**src/lm_pkg.sv**
```systemverilog
// Shared constants and types of the limit monitor and event logger
package lm_pkg;
  // Timing
  localparam int          CLK_HZ    = 100_000_000;
  localparam int          SEC_S     = 1;
  localparam int          SEC_CYC   = SEC_S * CLK_HZ;
  localparam int          HOUR_S    = 3600;
  localparam logic [11:0] HOUR_LAST = 12'(HOUR_S - 1);
  // Sizes
  localparam int          NGRP      = 2;
  localparam int          NCMP      = 3;
  localparam int          NALL      = NGRP * NCMP;
  localparam int          NBLK      = 32768;
  localparam int          P4_BYTES  = 10;
  localparam logic [3:0]  P4_LAST   = 4'(P4_BYTES - 1);
  // Block layout, byte offsets
  localparam logic [4:0]  OFS_REC   = 5'h00;
  localparam logic [4:0]  OFS_TS    = 5'h02;
  localparam logic [4:0]  OFS_DATA  = 5'h06;
  localparam logic [4:0]  OFS_PROF  = 5'h10;
  localparam logic [4:0]  OFS_ERR   = 5'h11;
  localparam logic [4:0]  BLK_LEN   = 5'h12;
  // Field codes
  localparam logic [9:0]  SEL_OFF   = 10'h000;
  localparam logic [9:0]  SEL_EXT   = 10'h001;
  localparam logic [9:0]  SEL_LO    = 10'h0C8;
  localparam logic [9:0]  SEL_HI    = 10'h190;
  localparam logic        OP_GE     = 1'b0;
  localparam logic [7:0]  ERR_OK    = 8'h00;
  localparam logic [7:0]  ERR_FAIL  = 8'h01;
  localparam logic [7:0]  PROF1     = 8'h01;
  localparam logic [7:0]  PROF2     = 8'h02;
  localparam logic [7:0]  PROF3     = 8'h03;
  localparam logic [7:0]  PROF4     = 8'h04;

  typedef struct packed {
    logic signed [31:0] limit;
    logic [9:0]         sel;
    logic               op;
    logic [9:0]         lead;
  } lm_cmp_cfg_type;

  typedef struct packed {
    logic       gate_or;
    logic       inv;
    logic [9:0] min_on;
  } lm_grp_cfg_type;

  typedef struct packed {
    logic               vld;
    logic [9:0]         addr;
    logic signed [31:0] val;
  } lm_mv_type;

  typedef struct packed {
    logic        we;
    logic [14:0] blk;
    logic [4:0]  idx;
    logic [7:0]  data;
  } lm_mem_type;

  typedef enum logic {LM_IDLE, LM_WRITE} lm_wst_type;
endpackage : lm_pkg

```
**src/lm_cmp.sv**
```systemverilog
// One comparator with lead-time filter and violation time counter
`timescale 1ns/1ps
module lm_cmp (
  // Clock and reset
  input  wire logic                   i_clk,
  input  wire logic                   i_rstn,
  // Timing and configuration
  input  wire logic                   i_tick,
  input  wire lm_pkg::lm_cmp_cfg_type i_cfg,
  // Measured values and external result
  input  wire lm_pkg::lm_mv_type      i_mv,
  input  wire logic                   i_ext,
  // Results
  output logic                        o_res,
  output logic                        o_act,
  output logic [31:0]                 o_run
);
  typedef struct packed {
    logic signed [31:0] mv;
    logic [9:0]         cnt;
    logic               res;
    logic [31:0]        run;
  } lm_cmp_st_type;

  lm_cmp_st_type q;
  lm_cmp_st_type n;
  logic          viol;
  logic          raw;
  logic          inrng;

  always_comb begin
    inrng = (i_cfg.sel >= lm_pkg::SEL_LO) && (i_cfg.sel <= lm_pkg::SEL_HI);
    viol  = (i_cfg.op == lm_pkg::OP_GE) ? (q.mv >= i_cfg.limit)
                                        : (q.mv < i_cfg.limit);
    raw   = inrng & viol;
    n     = q;
    if (i_mv.vld && i_mv.addr == i_cfg.sel) begin
      n.mv = i_mv.val;
    end
    if (i_cfg.sel == lm_pkg::SEL_EXT) begin
      n.res = i_ext;
      n.cnt = '0;
    end else if (raw == q.res) begin
      n.cnt = '0;
    end else if (i_tick) begin
      if (10'(q.cnt + 10'h001) >= i_cfg.lead) begin
        n.res = raw;
        n.cnt = '0;
      end else begin
        n.cnt = 10'(q.cnt + 10'h001);
      end
    end
    if (i_tick && q.res) begin
      n.run = 32'(q.run + 32'h0000_0001);
    end
  end

  always_ff @(posedge i_clk) begin
    if (!i_rstn) begin
      q <= '0;
    end else begin
      q <= n;
    end
  end

  assign o_res = q.res;
  assign o_act = (i_cfg.sel != lm_pkg::SEL_OFF);
  assign o_run = q.run;

  property p_lead;
    @(posedge i_clk) disable iff (!i_rstn)
      (i_cfg.sel != lm_pkg::SEL_EXT && !i_tick) |=> $stable(q.res);
  endproperty
  a_lead: assert property (p_lead)
    else $error("comparator result changed without a second tick");

  property p_run;
    @(posedge i_clk) disable iff (!i_rstn)
      (i_tick && q.res) |=> (q.run == 32'($past(q.run) + 32'h0000_0001));
  endproperty
  a_run: assert property (p_run)
    else $error("violation time did not advance");
endmodule : lm_cmp

```
**src/lm_grp.sv**
```systemverilog
// Group gate, minimum on-time hold and optional inversion
`timescale 1ns/1ps
module lm_grp (
  // Clock and reset
  input  wire logic                   i_clk,
  input  wire logic                   i_rstn,
  // Timing and configuration
  input  wire logic                   i_tick,
  input  wire lm_pkg::lm_grp_cfg_type i_cfg,
  // Comparator results
  input  wire logic [2:0]             i_res,
  input  wire logic [2:0]             i_act,
  // Total result
  output logic                        o_tot
);
  typedef struct packed {
    logic       hold;
    logic [9:0] cnt;
    logic       tot;
  } lm_grp_st_type;

  lm_grp_st_type q;
  lm_grp_st_type n;
  logic          g;

  always_comb begin
    // Inactive comparators take no part in the gate
    g = i_cfg.gate_or ? |(i_res & i_act)
                      : ((|i_act) & (&(i_res | ~i_act)));
    n = q;
    if (g && !q.hold) begin
      n.hold = 1'b1;
      n.cnt  = i_cfg.min_on;
    end else if (q.hold) begin
      if (i_tick && q.cnt != 10'h000) begin
        n.cnt = 10'(q.cnt - 10'h001);
      end
      if (!g && q.cnt == 10'h000) begin
        n.hold = 1'b0;
      end
    end
    n.tot = n.hold ^ i_cfg.inv;
  end

  always_ff @(posedge i_clk) begin
    if (!i_rstn) begin
      q <= '0;
    end else begin
      q <= n;
    end
  end

  assign o_tot = q.tot;

  property p_minon;
    @(posedge i_clk) disable iff (!i_rstn)
      (q.hold && q.cnt != 10'h000) |=> q.hold;
  endproperty
  a_minon: assert property (p_minon)
    else $error("group result dropped before minimum on-time");

  property p_gate;
    @(posedge i_clk) disable iff (!i_rstn)
      (i_cfg.gate_or && |(i_res & i_act)) |=> q.hold;
  endproperty
  a_gate: assert property (p_gate)
    else $error("or gate did not raise group result");
endmodule : lm_grp

```
**src/lm_top.sv**
```systemverilog
// Limit monitor with six comparators, two groups and block logger
//
// Functional notes
// - Each comparator holds a signed 32-bit limit and compares its value
// - Group result, once active, stays on for the programmed minimum time
// - Comparator result changes only after the lead time has passed; an external result (selector 001) is taken at once
// - Operator 0 flags value >= limit, operator 1 flags value < limit
// - Comparator result is 0 without violation, 1 with violation
// - Each comparator sums the seconds its result showed a violation
// - Three results of a group combine by an AND or an OR gate
// - The gated group result may be inverted before output
// - With profile 4 enabled, every comparator change is logged
// - Log is circular, 32768 blocks of 18 bytes, oldest overwritten
// - Block: record number, time stamp, data, profile, error byte
// - Time stamp holds seconds since 1.1.1970 at storing time
// - Error byte is 0 when valid, nonzero if phases failed mid-store
// - Record selection bit k-1 enables profile k
// - After power returns, storing resumes at averaging period expiry
// - Sync rising edge saves profile 1 and restarts the power period
// - Profile 1 saved per power period, profile 2 per current period
// - Profile 3 energy counters saved once an hour
// - Profile 4 byte n holds comparator bits 1..6 at stamp plus n sec
// - Selector 000 inactive, 001 external, 200..400 measured values
// - Two groups of three; group totals drive digital outputs 1, 2
`timescale 1ns/1ps
module lm_top #(
  parameter int TICK_DIV = lm_pkg::SEC_CYC
) (
  // Clock and reset
  input  wire logic                   i_clk,
  input  wire logic                   i_rstn,
  // Comparator and group configuration
  input  wire lm_pkg::lm_cmp_cfg_type [5:0] i_cmp_cfg,
  input  wire lm_pkg::lm_grp_cfg_type [1:0] i_grp_cfg,
  // Measured values and external results
  input  wire lm_pkg::lm_mv_type      i_mv,
  input  wire logic [5:0]             i_ext_res,
  // Recording configuration and profile data
  input  wire logic [3:0]             i_rec_sel,
  input  wire logic [15:0]            i_pavg_s,
  input  wire logic [15:0]            i_iavg_s,
  input  wire logic [79:0]            i_p1_data,
  input  wire logic [79:0]            i_p2_data,
  input  wire logic [79:0]            i_p3_data,
  // Real time setting
  input  wire logic                   i_time_set,
  input  wire logic [31:0]            i_time_val,
  // Pins
  input  wire logic                   i_sync,
  input  wire logic                   i_phase_fail,
  // Data memory
  input  wire logic                   i_mem_rdy,
  output lm_pkg::lm_mem_type          o_mem,
  // Results
  output logic [1:0]                  o_dout,
  output logic [5:0]                  o_cmp_res,
  output logic [5:0][31:0]            o_run_time,
  output logic [31:0]                 o_time,
  output logic                        o_log_busy
);
  typedef struct packed {
    logic [26:0]        div;
    logic               tick;
    logic [31:0]        ts;
    logic [11:0]        hr;
    logic [15:0]        pcnt;
    logic [15:0]        icnt;
    logic               sync_m;
    logic               sync_s;
    logic               sync_l;
    logic               fail_m;
    logic               fail_s;
    logic               inhib;
    logic [3:0]         pend;
    logic               p4cap;
    logic [3:0]         p4n;
    logic [31:0]        p4ts;
    logic [79:0]        p4buf;
    logic [5:0]         p4last;
    lm_pkg::lm_wst_type wst;
    logic [4:0]         widx;
    logic [14:0]        wblk;
    logic [15:0]        rec;
    logic [31:0]        wts;
    logic [79:0]        wdata;
    logic [7:0]         wprof;
    logic               werr;
    lm_pkg::lm_mem_type mem;
  } lm_top_st_type;

  lm_top_st_type q;
  lm_top_st_type n;
  logic [5:0]    cres;
  logic [5:0]    cact;
  logic [1:0]    gtot;
  logic [3:0]    set;
  logic [3:0]    take;
  logic          p_exp;
  logic          i_exp;
  logic          h_exp;
  logic          sync_rise;
  logic          ok;
  logic [7:0]    err_b;

  genvar gi;
  generate
    for (gi = 0; gi < lm_pkg::NALL; gi++) begin : g_cmp
      lm_cmp u_cmp (
        .i_clk  (i_clk),
        .i_rstn (i_rstn),
        .i_tick (q.tick),
        .i_cfg  (i_cmp_cfg[gi]),
        .i_mv   (i_mv),
        .i_ext  (i_ext_res[gi]),
        .o_res  (cres[gi]),
        .o_act  (cact[gi]),
        .o_run  (o_run_time[gi])
      );
    end
    for (gi = 0; gi < lm_pkg::NGRP; gi++) begin : g_grp
      lm_grp u_grp (
        .i_clk  (i_clk),
        .i_rstn (i_rstn),
        .i_tick (q.tick),
        .i_cfg  (i_grp_cfg[gi]),
        .i_res  (cres[gi*lm_pkg::NCMP +: lm_pkg::NCMP]),
        .i_act  (cact[gi*lm_pkg::NCMP +: lm_pkg::NCMP]),
        .o_tot  (gtot[gi])
      );
    end
  endgenerate

  // Byte of the block being written
  function automatic logic [7:0] blk_byte(
    input logic [4:0]  idx,
    input logic [15:0] rec,
    input logic [31:0] ts,
    input logic [79:0] data,
    input logic [7:0]  prof,
    input logic [7:0]  err
  );
    logic [7:0] b;
    b = 8'h00;
    case (idx)
      lm_pkg::OFS_REC:          b = rec[15:8];
      lm_pkg::OFS_REC + 5'h01:  b = rec[7:0];
      lm_pkg::OFS_TS:           b = ts[31:24];
      lm_pkg::OFS_TS + 5'h01:   b = ts[23:16];
      lm_pkg::OFS_TS + 5'h02:   b = ts[15:8];
      lm_pkg::OFS_TS + 5'h03:   b = ts[7:0];
      lm_pkg::OFS_PROF:         b = prof;
      lm_pkg::OFS_ERR:          b = err;
      default:                  b = 8'(data >> {idx - lm_pkg::OFS_DATA, 3'b000});
    endcase
    return b;
  endfunction : blk_byte

  always_comb begin
    n        = q;
    set      = 4'h0;
    take     = 4'h0;
    // One second tick
    n.tick   = 1'b0;
    if (q.div == 27'(TICK_DIV - 1)) begin
      n.div  = '0;
      n.tick = 1'b1;
    end else begin
      n.div  = 27'(q.div + 27'h000_0001);
    end
    if (i_time_set) begin
      n.ts = i_time_val;
    end else if (q.tick) begin
      n.ts = 32'(q.ts + 32'h0000_0001);
    end
    // Pin synchronisers
    n.sync_m  = i_sync;
    n.sync_s  = q.sync_m;
    n.sync_l  = q.sync_s;
    n.fail_m  = i_phase_fail;
    n.fail_s  = q.fail_m;
    sync_rise = q.sync_s & ~q.sync_l;
    // Period timers
    p_exp = q.tick && (16'(q.pcnt + 16'h0001) >= i_pavg_s);
    i_exp = q.tick && (16'(q.icnt + 16'h0001) >= i_iavg_s);
    h_exp = q.tick && (q.hr == lm_pkg::HOUR_LAST);
    if (sync_rise || p_exp) begin
      n.pcnt = '0;
    end else if (q.tick) begin
      n.pcnt = 16'(q.pcnt + 16'h0001);
    end
    if (i_exp) begin
      n.icnt = '0;
    end else if (q.tick) begin
      n.icnt = 16'(q.icnt + 16'h0001);
    end
    if (h_exp) begin
      n.hr = '0;
    end else if (q.tick) begin
      n.hr = 12'(q.hr + 12'h001);
    end
    // Storing held off from power loss until an averaging period ends
    ok = !q.fail_s && (!q.inhib || p_exp || i_exp);
    if (q.fail_s) begin
      n.inhib = 1'b1;
    end else if (p_exp || i_exp) begin
      n.inhib = 1'b0;
    end
    set[0] = ok && i_rec_sel[0] && (p_exp || sync_rise);
    set[1] = ok && i_rec_sel[1] && i_exp;
    set[2] = ok && i_rec_sel[2] && h_exp;
    // Profile 4 capture of ten one-second samples
    if (!q.p4cap) begin
      if (i_rec_sel[3] && ok && cres != q.p4last) begin
        n.p4cap  = 1'b1;
        n.p4ts   = q.ts;
        n.p4n    = 4'h1;
        n.p4last = cres;
        n.p4buf  = {1'b0, cres, 1'b0, q.p4buf[79:8]};
      end
    end else if (q.tick) begin
      n.p4buf = {1'b0, cres, 1'b0, q.p4buf[79:8]};
      n.p4n   = 4'(q.p4n + 4'h1);
      if (q.p4n == lm_pkg::P4_LAST) begin
        n.p4cap  = 1'b0;
        n.p4last = cres;
        set[3]   = i_rec_sel[3];
      end
    end
    // Block writer
    err_b = (q.werr || q.fail_s) ? lm_pkg::ERR_FAIL : lm_pkg::ERR_OK;
    case (q.wst)
      lm_pkg::LM_IDLE: begin
        if (q.pend != 4'h0) begin
          n.wst  = lm_pkg::LM_WRITE;
          n.widx = '0;
          n.werr = 1'b0;
          n.wts  = q.ts;
          if (q.pend[0]) begin
            take    = 4'b0001;
            n.wdata = i_p1_data;
            n.wprof = lm_pkg::PROF1;
          end else if (q.pend[1]) begin
            take    = 4'b0010;
            n.wdata = i_p2_data;
            n.wprof = lm_pkg::PROF2;
          end else if (q.pend[2]) begin
            take    = 4'b0100;
            n.wdata = i_p3_data;
            n.wprof = lm_pkg::PROF3;
          end else begin
            take    = 4'b1000;
            n.wdata = q.p4buf;
            n.wprof = lm_pkg::PROF4;
            n.wts   = q.p4ts;
          end
        end
      end
      lm_pkg::LM_WRITE: begin
        if (q.fail_s) begin
          n.werr = 1'b1;
        end
        if (!q.mem.we || i_mem_rdy) begin
          if (q.widx == lm_pkg::BLK_LEN) begin
            n.mem.we = 1'b0;
            n.wst    = lm_pkg::LM_IDLE;
            n.rec    = 16'(q.rec + 16'h0001);
            n.wblk   = 15'(q.wblk + 15'h0001);
          end else begin
            n.mem.we   = 1'b1;
            n.mem.blk  = q.wblk;
            n.mem.idx  = q.widx;
            n.mem.data = blk_byte(q.widx, q.rec, q.wts, q.wdata,
                                  q.wprof, err_b);
            n.widx     = 5'(q.widx + 5'h01);
          end
        end
      end
      default: n.wst = lm_pkg::LM_IDLE;
    endcase
    // A new request wins over the clear of its flag
    n.pend = (q.pend & ~take) | set;
  end

  always_ff @(posedge i_clk) begin
    if (!i_rstn) begin
      q <= '0;
    end else begin
      q <= n;
    end
  end

  assign o_mem      = q.mem;
  assign o_dout     = gtot;
  assign o_cmp_res  = cres;
  assign o_time     = q.ts;
  assign o_log_busy = (q.wst == lm_pkg::LM_WRITE);

  property p_tick;
    @(posedge i_clk) disable iff (!i_rstn)
      q.tick |=> !q.tick;
  endproperty
  a_tick: assert property (p_tick)
    else $error("second tick longer than one cycle");

  property p_ts;
    @(posedge i_clk) disable iff (!i_rstn)
      (q.tick && !i_time_set) |=> (q.ts == 32'($past(q.ts) + 32'h0000_0001));
  endproperty
  a_ts: assert property (p_ts)
    else $error("time stamp did not advance on tick");

  property p_sync;
    @(posedge i_clk) disable iff (!i_rstn)
      (sync_rise && i_rec_sel[0] && !q.fail_s && !q.inhib)
        |=> (q.pend[0] && q.pcnt == 16'h0000);
  endproperty
  a_sync: assert property (p_sync)
    else $error("sync edge did not request profile 1");

  property p_end;
    @(posedge i_clk) disable iff (!i_rstn)
      $rose(q.wst == lm_pkg::LM_IDLE)
        |-> (q.rec == 16'($past(q.rec) + 16'h0001)
             && q.wblk == 15'($past(q.wblk) + 15'h0001));
  endproperty
  a_end: assert property (p_end)
    else $error("record number or block pointer not advanced");

  property p_fail;
    @(posedge i_clk) disable iff (!i_rstn)
      q.fail_s |=> ((q.pend[2:0] & ~$past(q.pend[2:0])) == 3'h0);
  endproperty
  a_fail: assert property (p_fail)
    else $error("profile requested during phase failure");

  property p_prof;
    @(posedge i_clk) disable iff (!i_rstn)
      (q.mem.we && q.mem.idx == lm_pkg::OFS_PROF) |-> (q.mem.data == q.wprof);
  endproperty
  a_prof: assert property (p_prof)
    else $error("profile byte misplaced");

  property p_p4;
    @(posedge i_clk) disable iff (!i_rstn)
      (q.p4cap && q.tick && q.p4n == lm_pkg::P4_LAST && i_rec_sel[3])
        |=> (!q.p4cap && q.pend[3]);
  endproperty
  a_p4: assert property (p_p4)
    else $error("profile 4 capture did not end after ten samples");

  c_p4:   cover property (@(posedge i_clk) disable iff (!i_rstn)
    q.mem.we && q.wprof == lm_pkg::PROF4);
  c_sync: cover property (@(posedge i_clk) disable iff (!i_rstn)
    sync_rise && i_rec_sel[0]);
  c_dout: cover property (@(posedge i_clk) disable iff (!i_rstn)
    $rose(o_dout[0]));
  c_err:  cover property (@(posedge i_clk) disable iff (!i_rstn)
    q.mem.we && q.mem.idx == lm_pkg::OFS_ERR && q.mem.data != 8'h00);
endmodule : lm_top

```
**config.mk**
```make
export PLATFORM = sky130hd
export DESIGN_NAME = lm_top
export DESIGN_NICKNAME = d
export VERILOG_FILES = /design/src/lm_pkg.sv /design/src/lm_cmp.sv /design/src/lm_grp.sv /design/src/lm_top.sv
export SDC_FILE = /design/constraint.sdc
export NUM_CORES = 2
export LEC_CHECK = 0
export BUFFER_PORTS_ARGS = -buffer_cell sky130_fd_sc_hd__buf_2
export CAP_MARGIN = 15
export CORE_AREA = 2 2 373 375
export CTS_CLUSTER_DIAMETER = 200
export CTS_CLUSTER_SIZE = 25
export DETAILED_ROUTE_END_ITERATION = 6
export DIE_AREA = 0 0 375 377
export PLACE_DENSITY_LB_ADDON = 0.05
export REMOVE_ABC_BUFFERS = 1
export SYNTH_ARGS = -nofsm -noshare
export SYNTH_HDL_FRONTEND = slang
export SYNTH_HIERARCHICAL = 1
export SYNTH_SLANG_ARGS = --single-unit
```
**constraint.sdc**
```tcl
create_clock -name i_clk -period 4.9 [get_ports i_clk]
set_input_delay 0.245 -clock i_clk [delete_from_list [all_inputs] [get_ports i_clk]]
set_output_delay 0.245 -clock i_clk [all_outputs]
set_load 0.01 [all_outputs]
```
==> flow_summary_export.csv <==
group,metric,value,unit
worst_setup_path,worst_setup_path_start_kind,"register",
floorplanning,die_h,377,um
cells_and_area,nNetsFinal,7676,
clocking,cts_tree,"done",
sta,drv_slew,0,
grt,grt_max_degree,168,
placed_design,gp_congestion,0.917,
grt,grtUsageMet1,30.0,%
clocking,cts_buffer_depth,3,
clocking,cts.sinks,882,
yosys,ys_seq_area_share,34.2,%
yosys,synthCells,5992,
placed_design,place_area,0.0560,mm^2
yosys,yosysUniqueCellTypes,91,
pwr,power.density,214,mW/mm^2
grt,gr-max-usage-layer,"met2",
worst_setup_path,critical_path_class,"register to register",
cells_and_area,syn_to_final_growth,13.6,%
worst_setup_path,cp_slowest_cell,"buf_4",
floorplanning,initial_utilization,37.7,%
grt,antenna_found_initial,67,
yosys,synth_async_sr_flop_share,0,%
yosys,synth.largest_area_cell,"dfxtp_1",
sta,finalHoldViolations,0,
floorplanning,boundaryPins,967,
sta,tightest_slew,1140,ps
placed_design,place_hpwl,134,mm
floorplanning,num_rows,136,
yosys,synth.area.top_cells,"dfxtp_1 (34%), ha_1 (7.6%), mux2i_1 (7.4%), xnor2_1 (4.8%), nand2_1 (4.3%)",
clocking,cts_root_buf,"clkbuf_16",
sta,setup_tns,0,ps
yosys,synth-edff-count,0,
route,ant_nets,0,
grt,grt_use_met3,3.51,%
clocking,clkTransAtPathRegs,110,ps
route,drcViolationCount,0,
route,drt-initial-drc-count,2456,
hold_path,holdPathStages,2,
grt,grt_pass1_vias,42200,
route,first_pass_iters,6,
pwr,p_sw_share,25.9,%
sta,fin_ws,617,ps
grt,grt_pass1_wl,262,mm
grt,grt-ovfl-total,0,
route,vias,43400,
sta,period_share,87.4,%
worst_setup_path,reg2reg_slack,620,ps
status,status,"completed",
pwr,pwr-share-clk,32.8,%
clocking,ctsResizeCount,0,
worst_setup_path,cp_max_fo,30,
cells_and_area,design_area,0.0586,mm^2
run,max_cap_violations,0,
route,routedWlPerCell,20.6,um
pwr,pwr-share-comb,9.3,%
sta,whs,45.4,ps
sta,max_freq,0.233,GHz
cells_and_area,fill_cells,14000,
floorplanning,chipWidth,375,um
cells_and_area,final_cell_mix,"buf_2 (965), dfxtp_1 (877), nand2_1 (590), nor2_1 (414), mux2i_1 (383)",
worst_setup_path,cp_data_arrival_time,4860,ps
worst_setup_path,cp-end-kind,"register",
pwr,p_switching,0.00325,W
hold_path,worstHoldStart,"i_rstn",
sta,fin_crit,4280,ps
cells_and_area,final_common_cell,"buf_2",
worst_setup_path,rr_endpoint,"q[212]$_SDFFE_PN0P_",
sta,finClkSkew,25.7,ps
sta,setup_viol,0,
worst_setup_path,max_stage_delay,550,ps
yosys,yosys_register_bits,882,
worst_setup_path,worstReg2RegStart,"q[341]$_SDFFE_PP0P_",
placed_design,dp.cells,8272,
cells_and_area,finalNonFillerCells,8477,
pwr,p_seq_share,57.9,%
yosys,ys.flop_type,"dfxtp_1",
sta,rsz0062_at_grt,"no",
placed_design,pre_cts_slack,614,ps
route,wl,175,mm
grt,use_met2,42.4,%
clocking,cts_max_level,2,
yosys,yosys_warnings,6,
grt,grt_usage,23.8,%
worst_setup_path,crit_required,5480,ps
route,vias_per_cell,5.12,
sta,relSlewSlack,23.7,%
hold_path,holdPathEnd,"g_cmp[1].u_cmp/o_run[8]$_SDFFE_PN0P_",
cells_and_area,drive_above_1_share,18.3,%
yosys,avgSynthCellArea,8.61,um^2
pwr,p_leak,24.1,nW
pwr,p_int,0.00929,W
yosys,synth_top_area_share,34.2,%
floorplanning,core-area,0.137,mm^2
hold_path,hold_path_class,"primary input to register",
pwr,ir_drop,0.219,mV
yosys,syn_area,0.0516,mm^2
floorplanning,die_area,0.141,mm^2
clocking,clock_latency,660,ps
worst_setup_path,crit_chain,"and3_1 > and3_1 > nand3_1 > nor2_1 > nand3_1 > xnor2_1 > ha_1 > and4_1 > nand2_1 > o21ai_0 > nor2_1 > o31ai_4 > buf_4 > mux2i_1",
clocking,numCtsBuffers,41,
placed_design,port_buffers,966,
worst_setup_path,worstRegToRegCells,14,
[layer usage]
layer	wire length [um]	part of all wire (%)	vias up
met2	86600	50	890
met1	76600	44	20600
met5	306	0.17	-
met3	7340	4.2	215
li1	-	-	21700
met4	4110	2.4	48
[synth_stat cells (all sizes together), types with 41 or more instances]
master / instances
dfxtp: 882
nand2: 596
nor2: 418
mux2i: 383
inv: 333
buf: 323
ha: 312
xnor2: 288
a21oi: 254
nor2b: 245
clkbuf: 209
o21ai: 201
and2: 186
nand3: 184
xor2: 158
nand4: 144
nor3: 132
o211ai: 105
a22oi: 85
and3: 63
or3: 43
nand2b: 42
a21boi: 41
[sequential cells by signal (all words and copies together), names as in the netlist]
name               count
g_cmp.u_cmp/o_run    192
g_cmp.u_cmp/o_res      6
g_grp.u_grp/q         22
o_time                32
q                    343
g_grp.u_grp/o_tot      2
n                      3
o_log_busy             1
o_mem                 29
g_cmp.u_cmp/q        252
[power groups by stage]
stage | combinational, W | clock, W | sequential [W]
floorplan | 0.000421 | 0 | 0.00742
global placement | 0.00107 | 0 | 0.00743
detailed placement | 0.00108 | 0 | 0.00743
CTS | 0.00117 | 0.00434 | 0.00726
global route | 0.00127 | 0.00453 | 0.00727
finish | 0.00116 | 0.00411 | 0.00726
[through the flow]
| stage | power, W | util [%] |
|---|---|---|
| final | 0.0125 | 42.8 |
| after detailed placement | 0.00850 | 40.9 |
| after floorplan | 0.00784 | - |
| after CTS | 0.0128 | 42.7 |
| after global placement | 0.00850 | 40.9 |
| after global routing | 0.0131 | 42.8 |
[how the worst max path moves through the flow]
stage	slack [ps]	end	from	cells after the start
final	620	q[212]$_SDFFE_PN0P_	q[341]$_SDFFE_PP0P_	14
after detailed placement	610	q[196]$_SDFFE_PN0P_	q[341]$_SDFFE_PP0P_	14
after CTS	570	q[212]$_SDFFE_PN0P_	q[341]$_SDFFE_PP0P_	14
after global routing	230	q[228]$_SDFFE_PN0P_	q[341]$_SDFFE_PP0P_	14
after floorplan	-8890	q[184]$_SDFFE_PN0P_	q[310]$_SDFF_PN0_	7
after global placement	620	q[252]$_SDFFE_PN0P_	q[341]$_SDFFE_PP0P_	14
[kinds of logic (layout without fill, tap and decap cells)]
family                     after synthesis  after routing  share of synthesized area (%)
and+or+nand+nor                       2167           2167                           21.7
xor gates and xnor gates               446            446                           7.79
AOI/OAI and AO/OA                      920            920                           12.0
other                                    0             20                              0
adders and majority gates              312            312                           7.57
buffers and inverters                  866           1537                           8.55
DFF                                    882            882                           34.2
muxes                                  399            399                           8.13
[repair_timing]
| item | 4_1_cts | 5_1_grt |
|---|---|---|
| hold buffers | 138 | 0 |
| buffers inserted | 0 | 0 |
| hold endpoints to repair | 297 | 0 |
[final cells by class]
cell class                      instances  area (um^2)  area share (%)
Tap cell                             1794         2240            3.83
Timing Repair Buffer                 1156         6670            11.4
Clock buffer                           45         1060            1.81
Antenna cell                           20         50.0          0.0854
Inverter                              334         1260            2.15
Sequential cell                       882        17700            30.2
Multi-Input combinational cell       4244        29600            50.5
Clock inverter                          2         36.3          0.0619
[worst max-delay path: cells and delay by family, from the launching register on]
| family | cells | cell delay, ps |
|---|---|---|
| and+or+nand+nor | 8 | 1530 |
| DFF | 1 | 460 |
| AOI/OAI and AO/OA | 2 | 980 |
| xor gates and xnor gates | 1 | 140 |
| buffers and inverters | 1 | 550 |
| muxes | 1 | 240 |
| adders and majority gates | 1 | 290 |
(Power assumes the default switching activity.)
